[config.mk]
export PLATFORM = sky130hd
export DESIGN_NAME = cltab_array
export DESIGN_NICKNAME = d
export VERILOG_FILES = /design/src/core/cltab_pkg.sv /design/src/core/cltab_unit.sv /design/src/core/cltab_array.sv
export SDC_FILE = /design/constraint.sdc
export NUM_CORES = 1
export LEC_CHECK = 0
export ABC_AREA = 1
export BUFFER_PORTS_ARGS = -buffer_cell sky130_fd_sc_hd__buf_2
export CAP_MARGIN = 10
export CORE_ASPECT_RATIO = 1.1
export CORE_MARGIN = 2
export CORE_UTILIZATION = 55
export DETAILED_ROUTE_END_ITERATION = 8
export GPL_ROUTABILITY_DRIVEN = 0
export HOLD_SLACK_MARGIN = 0.06
export PLACE_DENSITY_LB_ADDON = 0.15
export RECOVER_POWER = 100
export SLEW_MARGIN = 10
export SYNTH_ARGS = -nofsm -noshare
export SYNTH_HDL_FRONTEND = slang
export SYNTH_SLANG_ARGS = --single-unit
[constraint.sdc]
create_clock -name i_core_clk -period 4.3 [get_ports i_core_clk]
set_clock_uncertainty 0.15 [all_clocks]
set_input_delay 1.075 -clock i_core_clk [delete_from_list [all_inputs] [get_ports i_core_clk]]
set_output_delay 1.075 -clock i_core_clk [all_outputs]
set_load 0.02 [all_outputs]
[src/core/cltab_pkg.sv]
/*
 * Shared constants for the comparator logic table array: counts, field
 * widths, reset values, the sixteen function codes and the destination
 * indices of the digital system interface routing.
 * Assumes one synchronous clock domain.
 */
// What this block does
// - Four independent tables, each with its own control word and output.
// - Each table maps two one-bit inputs, A and B, to one output bit.
// - Table inputs are comparator outputs, one comparator or two per table.
// - Every table output is driven onto the digital system interface.
// - The interface routes outputs to digital blocks, DMA, I/O or interrupts.
// - A 4-bit control word from software selects the function, from the clock edge that writes it.
// - Codes 0000b,1111b,0011b,0101b,1100b,1010b give 0, 1, A, B, ~A, ~B.
// - Codes 0001b,0010b,0100b,1110b give AND, A AND ~B, ~A AND B, NAND.
// - Codes 0111b,1000b,1011b,1101b,0110b,1001b: OR,NOR,A|~B,~A|B,XOR,XNOR.
package cltab_pkg;
    localparam int NUM_TABLES = 4;
    localparam int NUM_CMP = 4;
    localparam int NUM_DEST = 4;
    localparam int FUNC_W = 4;
    localparam int SYNC_STAGES = 2;

    localparam logic [FUNC_W-1:0] FUNC_RESET = 4'h0;

    localparam logic [FUNC_W-1:0] FN_FALSE = 4'h0;
    localparam logic [FUNC_W-1:0] FN_AND = 4'h1;
    localparam logic [FUNC_W-1:0] FN_A_ANDN_B = 4'h2;
    localparam logic [FUNC_W-1:0] FN_A = 4'h3;
    localparam logic [FUNC_W-1:0] FN_NA_AND_B = 4'h4;
    localparam logic [FUNC_W-1:0] FN_B = 4'h5;
    localparam logic [FUNC_W-1:0] FN_XOR = 4'h6;
    localparam logic [FUNC_W-1:0] FN_OR = 4'h7;
    localparam logic [FUNC_W-1:0] FN_NOR = 4'h8;
    localparam logic [FUNC_W-1:0] FN_XNOR = 4'h9;
    localparam logic [FUNC_W-1:0] FN_NOT_B = 4'hA;
    localparam logic [FUNC_W-1:0] FN_A_ORN_B = 4'hB;
    localparam logic [FUNC_W-1:0] FN_NOT_A = 4'hC;
    localparam logic [FUNC_W-1:0] FN_NA_OR_B = 4'hD;
    localparam logic [FUNC_W-1:0] FN_NAND = 4'hE;
    localparam logic [FUNC_W-1:0] FN_TRUE = 4'hF;

    // destination slots on the digital system interface
    localparam int DEST_PDB = 0;
    localparam int DEST_DMA = 1;
    localparam int DEST_IO = 2;
    localparam int DEST_IRQ = 3;
endpackage : cltab_pkg

[src/core/cltab_unit.sv]
/*
 * One comparator logic table: two inputs, one output, function chosen by
 * a 4-bit control word. Purely combinational.
 * Assumes the inputs are already synchronous to the caller's clock.
 */
`timescale 1ns/1ps
`default_nettype none
module cltab_unit (
    input wire logic i_a,                             // table input A
    input wire logic i_b,                             // table input B
    input wire logic [cltab_pkg::FUNC_W-1:0] i_func,  // function code
    output logic o_y                                  // table output
);
    always_comb begin
        case (i_func)
            cltab_pkg::FN_FALSE: o_y = 1'b0;
            cltab_pkg::FN_TRUE: o_y = 1'b1;
            cltab_pkg::FN_A: o_y = i_a;
            cltab_pkg::FN_B: o_y = i_b;
            cltab_pkg::FN_NOT_A: o_y = ~i_a;
            cltab_pkg::FN_NOT_B: o_y = ~i_b;
            cltab_pkg::FN_AND: o_y = i_a & i_b;
            cltab_pkg::FN_A_ANDN_B: o_y = i_a & ~i_b;
            cltab_pkg::FN_NA_AND_B: o_y = ~i_a & i_b;
            cltab_pkg::FN_NAND: o_y = ~(i_a & i_b);
            cltab_pkg::FN_OR: o_y = i_a | i_b;
            cltab_pkg::FN_NOR: o_y = ~(i_a | i_b);
            cltab_pkg::FN_A_ORN_B: o_y = i_a | ~i_b;
            cltab_pkg::FN_NA_OR_B: o_y = ~i_a | i_b;
            cltab_pkg::FN_XOR: o_y = i_a ^ i_b;
            cltab_pkg::FN_XNOR: o_y = ~(i_a ^ i_b);
            default: o_y = 1'b0;
        endcase
    end
endmodule : cltab_unit
`default_nettype wire

[src/core/cltab_array.sv]
/*
 * Array of comparator logic tables with their control words, comparator
 * input selection and routing onto the digital system interface.
 * Assumes comparator outputs are asynchronous and that the configuration
 * port is driven from logic on i_core_clk.
 */
`timescale 1ns/1ps
`default_nettype none
module cltab_array #(
    parameter int NUM_TABLES = cltab_pkg::NUM_TABLES,
    parameter int NUM_CMP = cltab_pkg::NUM_CMP
) (
    input wire logic i_core_clk,                        // system clock
    input wire logic i_reset,                           // sync reset, high
    input wire logic [NUM_CMP-1:0] i_cmp,               // comparator outs
    input wire logic i_cfg_we,                          // table cfg write
    input wire logic [$clog2(NUM_TABLES)-1:0] i_cfg_idx, // table index
    input wire logic [cltab_pkg::FUNC_W-1:0] i_cfg_func, // function code
    input wire logic [$clog2(NUM_CMP)-1:0] i_cfg_sel_a, // comparator for A
    input wire logic [$clog2(NUM_CMP)-1:0] i_cfg_sel_b, // comparator for B
    input wire logic i_route_we,                        // routing write
    input wire logic [1:0] i_route_dest,                // destination slot
    input wire logic [$clog2(NUM_TABLES)-1:0] i_route_table, // source table
    input wire logic i_route_en,                        // destination on
    output logic [NUM_TABLES-1:0] o_dsi,                // table outputs
    output logic [cltab_pkg::NUM_DEST-1:0] o_route,     // routed outputs
    output logic [NUM_TABLES*cltab_pkg::FUNC_W-1:0] o_func_words // readback
);
    localparam int IDX_W = $clog2(NUM_TABLES);
    localparam int SEL_W = $clog2(NUM_CMP);
    localparam int FW = cltab_pkg::FUNC_W;
    localparam int ND = cltab_pkg::NUM_DEST;

    // selects must address exactly the tables and comparators present
    if (NUM_TABLES < 2 || (1 << IDX_W) != NUM_TABLES) begin : g_chk_tab
        $error("NUM_TABLES must be a power of two, at least 2");
    end
    if (NUM_CMP < 2 || (1 << SEL_W) != NUM_CMP) begin : g_chk_cmp
        $error("NUM_CMP must be a power of two, at least 2");
    end
    if (ND != 4) begin : g_chk_dest
        $error("route_dest port is two bits, NUM_DEST must be 4");
    end

    logic [NUM_CMP-1:0] cmp_meta;
    logic [NUM_CMP-1:0] cmp_sync;
    logic [FW-1:0] func [NUM_TABLES];
    logic [SEL_W-1:0] sel_a [NUM_TABLES];
    logic [SEL_W-1:0] sel_b [NUM_TABLES];
    logic [IDX_W-1:0] route_table [ND];
    logic [ND-1:0] route_en;
    logic [NUM_TABLES-1:0] tab_a;
    logic [NUM_TABLES-1:0] tab_b;
    logic [NUM_TABLES-1:0] tab_out;

    // comparator outputs are analog-timed, so two flops first
    always_ff @(posedge i_core_clk) begin
        cmp_meta <= i_cmp;
        cmp_sync <= cmp_meta;
    end

    // control word write, one table per write
    always_ff @(posedge i_core_clk) begin
        if (i_reset) begin
            for (int t = 0; t < NUM_TABLES; t++) begin
                func[t] <= cltab_pkg::FUNC_RESET;
            end
        end else if (i_cfg_we) begin
            func[i_cfg_idx] <= i_cfg_func;
        end
    end

    // per-input comparator choice, may name the same one twice
    always_ff @(posedge i_core_clk) begin
        if (i_reset) begin
            for (int t = 0; t < NUM_TABLES; t++) begin
                sel_a[t] <= '0;
                sel_b[t] <= '0;
            end
        end else if (i_cfg_we) begin
            sel_a[i_cfg_idx] <= i_cfg_sel_a;
            sel_b[i_cfg_idx] <= i_cfg_sel_b;
        end
    end

    // destination routing table, all destinations off after reset
    always_ff @(posedge i_core_clk) begin
        if (i_reset) begin
            route_en <= '0;
            for (int d = 0; d < ND; d++) begin
                route_table[d] <= '0;
            end
        end else if (i_route_we) begin
            route_en[i_route_dest] <= i_route_en;
            route_table[i_route_dest] <= i_route_table;
        end
    end

    for (genvar t = 0; t < NUM_TABLES; t++) begin : g_tab
        assign tab_a[t] = cmp_sync[sel_a[t]];
        assign tab_b[t] = cmp_sync[sel_b[t]];

        // one independent table per control word
        cltab_unit u_unit (
            .i_a(tab_a[t]),
            .i_b(tab_b[t]),
            .i_func(func[t]),
            .o_y(tab_out[t])
        );

        // straight onto the interface, no added register
        assign o_dsi[t] = tab_out[t];
        assign o_func_words[t*FW +: FW] = func[t];
    end

    for (genvar d = 0; d < ND; d++) begin : g_route
        assign o_route[d] = route_en[d] & tab_out[route_table[d]];
    end

    for (genvar t = 0; t < NUM_TABLES; t++) begin : g_chk

    end

    for (genvar d = 0; d < ND; d++) begin : g_chk_route

    end
endmodule : cltab_array
`default_nettype wire

# After elaboration in Yosys (flattened, before gate mapping)
# Memory sizes are Yosys's and may differ from the RTL's.
# Index checks and enable logic that the tools add are counted.
[word_totals]
out_inout_bits = 24
ramBits = 40
n_memories = 4
elab_cells = 193
register_bits = 12
[mem_list]
columns = ["name", "words", "word_bits", "read_ports", "rd_ports_with_merged_regs", "wr", "line", "text"]
rows = [
  ["func", 4, 4, 4, 0, 4, "cltab_array.sv:47", "logic [FW-1:0] func [NUM_TABLES];"],
  ["route_table", 4, 2, 4, 0, 4, "cltab_array.sv:50", "logic [IDX_W-1:0] route_table [ND];"],
  ["sel_a", 4, 2, 4, 0, 4, "cltab_array.sv:48", "logic [SEL_W-1:0] sel_a [NUM_TABLES];"],
  ["sel_b", 4, 2, 4, 0, 4, "cltab_array.sv:49", "logic [SEL_W-1:0] sel_b [NUM_TABLES];"],
]
[op_classes]
n_reduce_logical = 9
order_cmp = 14
n_mux = 51
n_bitwise = 52
n_eq_ne = 60
[ops]
columns = ["operator", "n"]
rows = [
  ["$eq 4x4->1 const B", 32],
  ["$eq 4x3->1 const B", 16],
  ["$pmux 1 s16", 4],
  ["$lt 2x3->1 const B", 13],
  ["$eq 4x2->1 const B", 8],
  ["$mux 1", 25],
  ["$bmux 1 s2", 12],
  ["$not 1->1", 20],
  ["$and 1x1->1", 16],
  ["$eq 4x1->1 const B", 4],
  ["$logic_not 4->1", 4],
  ["$mux 2", 7],
  ["$or 1x1->1", 12],
  ["$reduce_or 2->1", 3],
  ["$bwmux 4", 1],
  ["$mux 4", 1],
  ["$reduce_or 4->1", 1],
  ["$xor 1x1->1", 4],
  ["$demux 1 s2", 1],
  ["$ge 2x1->1 const B", 1],
  ["$logic_and 1x1->1", 1],
]

# Longest topological paths before layout
# Gate-level depths: netlist of the first run.
[depth]
word_depth = 8
depth_mapped = 19

# By module
# From an unflattened synthesis of the first run, not the netlist that was laid out.
[hier_totals]
cells_unflattened = 489
area_unflattened_um2 = 3544.6
[modules_own_cells]
columns = ["module", "area_per_inst_um2", "cells_per_inst", "seq_area_each_um2", "instances"]
rows = [
  ["cltab_array", 2268.4, 249, 1441.4, 1],
  ["cltab_unit (g_tab[2].u_unit ...)", 326.6, 60, 0.0, 2],
  ["cltab_unit (g_tab[0].u_unit ...)", 311.5, 60, 0.0, 2],
]

# Worst setup path before layout of the first run
# No wires, ideal clock.
[synth_path]
path_type = "reg-to-output"
start = "mem sel_b[0][0] (netlist bit)"
end = "out o_route[0] (netlist bit)"
path_stages_with_launch = 19
path_slack_ns = 1.100
n_path_buf = 0
required_time_ns = 3.075
arrival_time_ns = 1.975
cell_sequence = "edfxtp_1 -> inv_1 -> nand2_1 -> nand3_2 -> and2_4 -> inv_1 -> ha_1 -> nand3b_1 -> nand2_1 -> nand2_1 -> nand2_1 -> clkinv_1 -> nand2_2 -> nor2_4 -> nand3_1 -> nand2_1 -> nand2_1 -> nand2_1 -> nor2_2"
[synth_rtl]
columns = ["element", "line", "text"]
rows = [
  ["from (decl)", "cltab_array.sv:49", ""],
  ["to (decl)", "cltab_array.sv:26", "output logic [cltab_pkg::NUM_DEST-1:0] o_route,"],
]

# Final worst setup path of the first run
[layout_path]
start = "reg cmp_sync[1]"
end = "out o_route[0] (netlist bit)"
[layout_between]
elab_chain_len = 8
word_cells_on_any_way = 71
[layout_rtl]
columns = ["element", "line", "text"]
rows = [
  ["from (decl)", "cltab_array.sv:46", "logic [NUM_CMP-1:0] cmp_sync;"],
  ["from (signal assigned)", "cltab_array.sv:59", "cmp_sync <= cmp_meta;"],
  ["$bmux 1 s2, on equally long branches", "cltab_array.sv:100, cltab_array.sv:101", ""],
  ["$mux 1, on equally long branches", "cltab_array.sv:100, cltab_array.sv:101", ""],
  ["$xor 1x1->1 (tied with other cells)", "cltab_unit.sv:30, cltab_unit.sv:31", ""],
  ["$not 1->1 (tied with other cells)", "cltab_unit.sv:31", "cltab_pkg::FN_XNOR: o_y = ~(i_a ^ i_b);"],
  ["$pmux 1 s16", "cltab_unit.sv:15", "case (i_func)"],
  ["$bmux 1 s2 *", "cltab_array.sv:117", "assign o_route[d] = route_en[d] & tab_out[route_table[d]];"],
  ["$mux 1 (not written as such) *", "cltab_array.sv:117", ""],
  ["$and 1x1->1 *", "cltab_array.sv:117", ""],
]
# Mark *: on every way between the ends. The rest lies on a longest branch, timed or not. The select of a mux whose other input is x is not followed.

==> results of run 1 <==
kinds of logic after synthesis:
logic type,synth area share [%]
fa+ha+maj,5.58
compound gates,3.70
flops,40.2
buf+inv,11.7
simple gates,38.8
final cells by class:
type	count	area (um2)
inverters	89	334
well taps	80	100
flip-flops and latches	52	1440
clock buffers	7	97.6
clock inverters	1	30.0
repair buffers	46	201
multi-input cells	346	1720
fillers	607	2300
worst reg2reg max path: cells and delay by family, from the launching register on:
| family | cells | cell delay [ns] |
|---|---|---|
| and+or+nand+nor | 1 | 0.06 |
| DFF | 1 | 0.35 |
| AOI/OAI and AO/OA | 1 | 0.10 |
metal layers:
| layer | up-vias | wire length, um | part of all wire, % |
|---|---|---|---|
| met3 | 11 | 363 | 4.6 |
| met1 | 1416 | 3180 | 41 |
| met4 | 0 | 89 | 1.1 |
| met2 | 65 | 4170 | 53 |
| met5 | - | 0 | 0 |
| li1 | 1625 | - | - |
worst paths after layout:
path                                  start     endpoint  slack (ns)  depth (start not counted)
worst max-delay path            cmp_sync[1]   o_route[0]        0.45                         19
worst min-delay path            cmp_meta[3]  cmp_sync[3]        0.19                          0
worst max register to register  route_en[2]  route_en[2]        3.57                          2
worst min register to register  cmp_meta[3]  cmp_sync[3]        0.19                          0
synthesized netlist by cell type (all sizes together):
cell	count
nand2	148
or2	2
and2	2
clkinv	2
nor3	2
ha	16
a21oi	13
clkbuf	1
buf	10
inv	87
edfxtp	40
o21ai	9
o21bai	2
dfxtp	12
nand3b	8
nand3	54
nand4	3
nor2	87
registers in the layout (all words and copies together), names as in the netlist:
| signal | count |
|---|---|
| func | 16 |
| route_table | 8 |
| sel_a | 8 |
| sel_b | 8 |
| cmp_meta | 4 |
| cmp_sync | 4 |
| route_en | 4 |
stage by stage:
| step | power, W | util [%] | worst slack [ns] | hold slack, ns |
|---|---|---|---|---|
| finish | 0.00131 | 63.1 | 0.447 | 0.190 |
| CTS | 0.00132 | 63.6 | 0.441 | 0.192 |
| detailed placement | 0.000959 | 61.5 | 0.796 | 0.169 |
| global placement | 0.000950 | 61.5 | 0.826 | 0.162 |
| floorplan | 0.000882 | - | 1.10 | 0.160 |
| global route | 0.00138 | 63.1 | 0.182 | 0.196 |
report_power, final:
group	internal (W)	switching, W	leakage (nW)
registers	0.000577	0.0000389	0.490
logic	0.000109	0.000216	1.45
clock network	0.000209	0.000164	0.0636
==> flow_summary.json, run 1 <==
{
  "status": "finished clean",
  "ctsResizeCount": 0,
  "final_common_cell": "nand2_1",
  "grt_pass1_vias": 2914,
  "die_y_um": 88.7,
  "avgSynthCellArea_um2": 7.21,
  "tightest_slew_ns": 0.425,
  "vias_per_cell": 5.02,
  "vias": 3117,
  "synthDistinctLibCells": 28,
  "numCtsBuffers": 5,
  "rsz0062_at_grt": "no",
  "drc": 0,
  "syn-cell-area_um2": 3590,
  "ant_nets": 0,
  "portBuffers": 46,
  "overflow": 0,
  "hp-class": "reg2reg",
  "met2_usage_pct": 44.0,
  "cts_max_level": 2,
  "cp_common_cell": "nand2_1",
  "worstPathRequired_ns": 3.07,
  "crit_path_start_kind": "flip-flop",
  "grt_util_met3_pct": 3.98,
  "arrival_ns": 2.63,
  "vdd_drop_max_uv": 270,
  "final_nets": 579,
  "area_growth_pct": 9.48,
  "synth.largest_area_cell": "edfxtp_1",
  "hpwl_um": 6230,
  "max_stage_delay_ns": 0.55,
  "die_area_um2": 7190,
  "setup_viol": 0,
  "final_cell_mix": "nand2_1 (141), inv_1 (79), nor2_1 (73)",
  "fmax_mhz": 260,
  "period_needed_ns": 3.85,
  "design_area_um2": 3930,
  "chipWidth_um": 81.0,
  "wl_um": 7810,
  "place_area_um2": 3830,
  "yosys.area.top_type_share_pct": 33.5,
  "hold_buffers": 0,
  "p_leak_nw": 2.00,
  "grtUsageMet1_pct": 25.8,
  "core_um2": 6230,
  "cp_max_fo": 8,
  "clk_path_buf_depth": 2,
  "drt-initial-drc-count": 207,
  "cts_tree": "yes",
  "synthTopCellsByArea": "edfxtp_1 (33%), nand2_1 (15%), inv_1 (8.3%), nor2_1 (7.6%), dfxtp_1 (6.7%)",
  "num_rows": 30,
  "cp_top_family": "simple AND/OR/NAND/NOR gates",
  "busiest_layer": "met2",
  "final-hold-violation-count": 0,
  "grt_pass1_wl_um": 12700,
  "fin_crit_sh_pct": 89.6,
  "setup-tns-final_ns": 0,
  "slew_headroom_pct": 71.6,
  "ys_seq_elements": 52,
  "cts_sinks": 52,
  "initial_core_util_pct": 57.6,
  "final_layout_size_suffix_gt1_share_pct": 13.3,
  "yosysSeqAreaShare_pct": 40.2,
  "cts_setup_buffers": 0,
  "grt_usage_pct": 23.1,
  "slew_viol_final": 0,
  "design.portCount": 47,
  "root_buffer": "clkbuf_8",
  "place_inst": 613,
  "fin_cells": 621,
  "power_density_nw_per_um2": 335,
  "ys.warnings.count": 0,
  "clkLatencyLatePin_ns": 0.31,
  "first_pass_iters": 5,
  "crit_chain": "nand2_1 -> nand3_1 -> and2_4 -> inv_1 -> ha_1 -> inv_1 -> nand3_1 -> nand2_1 -> nand2_1 -> nand2_1 -> inv_1 -> nand2_1 -> nor2_2 -> nand3_1 -> nand2_1 -> nand2_1 -> nand2_1 -> nor2_2 -> clkbuf_1",
  "cp-end-kind": "output port",
  "maxCapViolCount": 0,
  "grt_max_degree": 17,
  "path_class": "reg2out",
  "synthCells": 498,
  "syn-num-nets": 537,
  "cp_slowest_cell": "dfxtp_1",
  "antenna_found_initial": 0,
  "routedWlPerCell_um": 12.6,
  "path_clk_slew_ns": 0.10,
  "critPathBufInv": 4,
  "num_antenna_cells": 0
}
Power figures use the tool's default switching activity.
==> run 2: changes to the inputs <==
==> constraint.sdc (replaced) <==
create_clock -name i_core_clk -period 4.3 [get_ports i_core_clk]
set_clock_uncertainty 0.15 [all_clocks]
set_input_delay 1.075 -clock i_core_clk [delete_from_list [all_inputs] [get_ports i_core_clk]]
set_output_delay 1.075 -clock i_core_clk [all_outputs]
set_load 0.05 [all_outputs]
==> run 2 against run 1 <==
Global-route usage decreased by 0.71 points. Highest routed layer unchanged. Clock-buffer cell count decreased by 2. Combinational power increased by 17%. Worst setup slack got worse by 0.051 ns. Wire length decreased by 2.6%. Register-to-register slack about the same. Maximum frequency decreased by 1.3%. Critical endpoint is now o_route[2]. Final area decreased by 0.19%. Hold slack improved by 0.011 ns. Largest power group unchanged. Sequential power about the same. Largest cell class unchanged.
==> flow_summary.json, run 2 (synthesized netlist as in run 1, its figures left out) <==
{
  "status": "finished clean",
  "cts_tree": "yes",
  "final_nets": 579,
  "dp_slack_ns": 0.764,
  "setup-tns-final_ns": 0,
  "design.portCount": 47,
  "fmax_mhz": 256,
  "design_area_um2": 3920,
  "grt_pass1_vias": 2833,
  "maxCapViolCount": 0,
  "grt_max_degree": 18,
  "num_rows": 30,
  "fin_crit_sh_pct": 90.8,
  "numCtsBuffers": 5,
  "tightest_slew_ns": 0.596,
  "fin_util_pct": 62.9,
  "arrival_ns": 2.68,
  "swShare_pct": 35.6,
  "setup_viol": 0,
  "num_antenna_cells": 0,
  "vias": 3141,
  "crit_path_start_kind": "flip-flop",
  "vdd_drop_max_uv": 216,
  "overflow": 0,
  "path_class": "reg2out",
  "largest_reg_flops": 16,
  "ctsResizeCount": 0,
  "final_cell_mix": "nand2_1 (140), inv_1 (79), nor2_1 (73)",
  "regToRegSetupSlack_ns": 3.57,
  "place_inst": 613,
  "worstPathRequired_ns": 3.07,
  "portBuffers": 46,
  "clkPwrFrac_pct": 25.6,
  "period_needed_ns": 3.90,
  "ant_nets": 0,
  "seqPwrFrac_pct": 46.0,
  "slew_headroom_pct": 60.4,
  "hpwl_um": 6100,
  "combPwrFrac_pct": 28.4,
  "place_area_um2": 3830,
  "routedWlPerCell_um": 12.3,
  "cts_setup_buffers": 0,
  "drc": 0,
  "final_layout_size_suffix_gt1_share_pct": 13.9,
  "final-hold-violation-count": 0,
  "chipWidth_um": 81.0,
  "clkLatencyLatePin_ns": 0.31,
  "slew_viol_final": 0,
  "cp-end-kind": "output port",
  "p_int_w": 0.000861,
  "path_clk_slew_ns": 0.10,
  "cts_sinks": 52,
  "cp_max_fo": 8,
  "wl_um": 7610,
  "area_growth_pct": 9.27,
  "first_pass_iters": 4,
  "antenna_found_initial": 0,
  "die_y_um": 88.7,
  "hold_buffers": 0,
  "power_density_nw_per_um2": 341,
  "top_register": "func",
  "grt_pass1_wl_um": 12300,
  "vias_per_cell": 5.06,
  "cts_max_level": 2,
  "p_leak_nw": 2.00,
  "switchingPower_w": 0.000476,
  "hp-class": "reg2reg",
  "final_common_cell": "nand2_1",
  "core_um2": 6230,
  "root_buffer": "clkbuf_8",
  "grt_usage_pct": 22.4,
  "drt-initial-drc-count": 151,
  "clk_path_buf_depth": 2,
  "setup_slack_ns": 0.397,
  "fin_cells": 621,
  "initial_core_util_pct": 57.6,
  "rsz0062_at_grt": "no",
  "die_area_um2": 7190
}
run 2: per-stage QoR:
step	power [W]	hold WS [ns]
finish	0.00134	0.202
global route	0.00141	0.211
CTS	0.00135	0.205
detailed placement	0.00101	0.185
global placement	0.00101	0.189
floorplan	0.000936	0.160
run 2: power by group through the flow:
stage | sequential (W) | clock (W) | combinational [W]
floorplan | 0.000653 | 0 | 0.000284
global placement | 0.000625 | 0 | 0.000380
detailed placement | 0.000626 | 0 | 0.000386
CTS | 0.000615 | 0.000343 | 0.000388
global route | 0.000621 | 0.000366 | 0.000423
finish | 0.000616 | 0.000342 | 0.000380
run 2: final cells by class:
class,count,area [um2]
clock buffer,5,68.8
clock inverter,3,47.5
fill,612,2310
inverter,89,334
multi-input combinational,346,1730
sequential,52,1440
tap,80,100
timing repair buffer,46,203
run 2: worst max-delay path, cell delays in order (launching register included):
cell and delay [ns]:
dfxtp_1 0.51, nand2_1 0.09, nand3_1 0.11, and2_4 0.17
inv_1 0.06, ha_1 0.29, inv_1 0.04, nand3_1 0.07
nand2_1 0.05, nand2_1 0.05, nand2_1 0.04, inv_1 0.04
nand2_1 0.05, nor2_2 0.23, nand3_1 0.11, nand2_1 0.08
nand2_1 0.05, nand2_1 0.06, nor2_2 0.04, clkbuf_2 0.23
run 2: final timing paths:
check / from / end / depth (start not counted)
worst min-delay path: cmp_meta[2] / cmp_sync[2] / 0
worst max-delay path: cmp_sync[1] / o_route[2] / 19
worst min register to register: cmp_meta[2] / cmp_sync[2] / 0
worst max register to register: route_en[0] / route_en[0] / 2
run 2: routing by layer:
layer  global-route usage, %  vias up  share of wire, %
met1                    25.7     1430                42
li1                        -     1628                 -
met3                    3.16       12               4.0
met5                       0        -                 0
met4                    8.01        0               1.9
met2                    42.2       71                52
==> run 3: changes to the inputs <==
--- a/config.mk
+++ b/config.mk
@@ -12,7 +12,6 @@
 export CORE_MARGIN = 2
 export CORE_UTILIZATION = 55
 export DETAILED_ROUTE_END_ITERATION = 8
-export GPL_ROUTABILITY_DRIVEN = 0
 export HOLD_SLACK_MARGIN = 0.06
 export PLACE_DENSITY_LB_ADDON = 0.15
 export RECOVER_POWER = 100
==> constraint.sdc (replaced) <==
create_clock -name i_core_clk -period 4.1 [get_ports i_core_clk]
set_clock_uncertainty 0.15 [all_clocks]
set_input_delay 1.025 -clock i_core_clk [delete_from_list [all_inputs] [get_ports i_core_clk]]
set_output_delay 1.025 -clock i_core_clk [all_outputs]
set_load 0.05 [all_outputs]
==> run 3 against run 2 <==
Register-to-register slack got worse by 0.20 ns. Global-route usage decreased by 0.091 points. Power increased by 1.4%. Non-clock buffer count unchanged. Cell count unchanged. Clock-buffer cell count unchanged. Hold slack got worse by 0.0086 ns. Via count decreased by 0.13%. Final area decreased by 0.41%. Clock power decreased by 10%. Wire length increased by 0.29%.
==> flow_summary.json, run 3 (synthesized netlist as in run 1, its figures left out) <==
{
  "chipWidth_um": 81.0,
  "multi_input_area_um2": 1730,
  "num_antenna_cells": 0,
  "setup_viol": 0,
  "wl_um": 7630,
  "r2r_cells": 2,
  "area_growth_pct": 8.82,
  "slew_headroom_pct": 60.5,
  "swShare_pct": 37.5,
  "die_area_um2": 7190,
  "ff_latch_area_um2": 1440,
  "setup_slack_ns": 0.247,
  "dp_slack_ns": 0.610,
  "switchingPower_w": 0.000508,
  "fin_crit_sh_pct": 94.0,
  "core_um2": 6230,
  "vias": 3137,
  "antenna_found_initial": 0,
  "die_y_um": 88.7,
  "fillers": 615,
  "seqPwrFrac_pct": 47.7,
  "final_layout_size_suffix_gt1_share_pct": 14.4,
  "path_class": "reg2out",
  "combPwrFrac_pct": 29.7,
  "vias_per_cell": 5.05,
  "power_density_nw_per_um2": 347,
  "hold_buffers": 0,
  "cp_max_fo": 8,
  "largest_reg_flops": 16,
  "numCtsBuffers": 5,
  "rsz0062_at_grt": "no",
  "portBuffers": 46,
  "slew_viol_final": 0,
  "drt-initial-drc-count": 118,
  "fmax_mhz": 260,
  "grt_max_degree": 19,
  "grt_pass1_vias": 2797,
  "ant_nets": 0,
  "cp-end-kind": "output port",
  "cts_sinks": 52,
  "clk_path_buf_depth": 2,
  "setup-tns-final_ns": 0,
  "design.portCount": 47,
  "clkLatencyLatePin_ns": 0.32,
  "grt_pass1_wl_um": 12200,
  "hold_depth": 0,
  "cts_tree": "yes",
  "maxCapViolCount": 0,
  "status": "finished clean",
  "path_clk_slew_ns": 0.11,
  "hpwl_um": 6140,
  "tightest_slew_ns": 0.595,
  "worstPathRequired_ns": 2.92,
  "arrival_ns": 2.68,
  "p_leak_nw": 2.00,
  "cts_max_level": 2,
  "regToRegSetupSlack_ns": 3.37,
  "min_from": "cmp_meta[2]",
  "root_buffer": "clkbuf_8",
  "final_common_cell": "nand2_1",
  "r2r_start": "route_en[0]",
  "num_rows": 30,
  "cts_setup_buffers": 0,
  "p_int_w": 0.000848,
  "rr_endpoint": "route_en[0]",
  "drc": 0,
  "final_nets": 579,
  "period_needed_ns": 3.85,
  "top_register": "func",
  "overflow": 0,
  "hold_end": "cmp_sync[2]",
  "initial_core_util_pct": 57.6,
  "clkPwrFrac_pct": 22.6,
  "routedWlPerCell_um": 12.3,
  "final-hold-violation-count": 0,
  "grt_usage_pct": 22.3,
  "crit_path_start_kind": "flip-flop",
  "vdd_drop_max_uv": 280,
  "final_cell_mix": "nand2_1 (140), inv_1 (79), nor2_1 (72)",
  "first_pass_iters": 4,
  "hp-class": "reg2reg",
  "gp_congestion": 0.829
}
==> run 3: cell count changes in the layout (fill, tap and decap cells not counted) <==
cell	previous run	this run
bufinv_16	1	0
inv_6	0	2
clkbuf_2	4	3
nor2_1	73	72
buf_2	20	23
clkinv_4	2	1
clkbuf_1	22	20
nor2_2	10	11
==> run 3: how the worst max path moves through the flow <==
stage | from | to | slack (ns)
after floorplan | sel_b[0][0] | o_route[0] | 0.71
after global placement | cmp_sync[3] | o_route[2] | 0.64
after detailed placement | cmp_sync[3] | o_route[1] | 0.61
after CTS | cmp_sync[3] | o_route[2] | 0.25
after global routing | cmp_sync[3] | o_route[1] | 0.003
final | cmp_sync[3] | o_route[2] | 0.25
==> run 3: power groups by stage <==
stage	Sequential [W]	Clock [W]	Combinational [W]
after global routing	0.000651	0.000334	0.000445
after global placement	0.000655	0	0.000399
after detailed placement	0.000657	0	0.000405
after floorplan	0.000685	0	0.000297
final	0.000646	0.000307	0.000403
after CTS	0.000645	0.000309	0.000407
==> run 3: what timing repair did <==
| item | CTS | global route |
|---|---|---|
| resized for setup | 0 | 1 |
| endpoints found under the setup margin | 0 | 2 |
| hold endpoints to repair | 0 | 0 |
==> run 3: layout make-up <==
class                   count  area share, %
multi-input cells         346           44.3
clock buffers               5           1.76
inverters                  89           8.55
clock inverters             3          0.673
flip-flops and latches     52           36.9
well taps                  80           2.56
repair buffers             46           5.25
==> run 3: metrics by stage <==
stage	power (W)	util, %	cells	area [um2]	hold WS, ns
after floorplan	0.000982	-	498	3590	0.160
after global placement	0.00105	61.5	613	3830	0.189
after detailed placement	0.00106	61.5	613	3830	0.185
after CTS	0.00136	63.0	621	3930	0.197
after global routing	0.00143	62.7	621	3910	0.203
final	0.00136	62.7	621	3910	0.193
==> run 3: routing by layer <==
layer	wire length [um]	global-route usage, %
met5	0	0
met4	172	8.01
met3	243	3.27
met2	3880	41.4
met1	3330	26.0
==> run 3: critical path: stages, from the launching register on <==
cell and delay (ns):
dfxtp_1 0.51, nand2_1 0.11, nand3_2 0.12, and2_4 0.18
inv_1 0.07, ha_1 0.29, nand3b_1 0.16, nand2_1 0.07
nand2_1 0.05, nand2_1 0.06, clkinv_1 0.07, nand2_2 0.07
nor2_4 0.06, nand3_1 0.06, nand2_1 0.05, nand2_1 0.06
nand2_1 0.05, nor2_2 0.07, buf_2 0.26
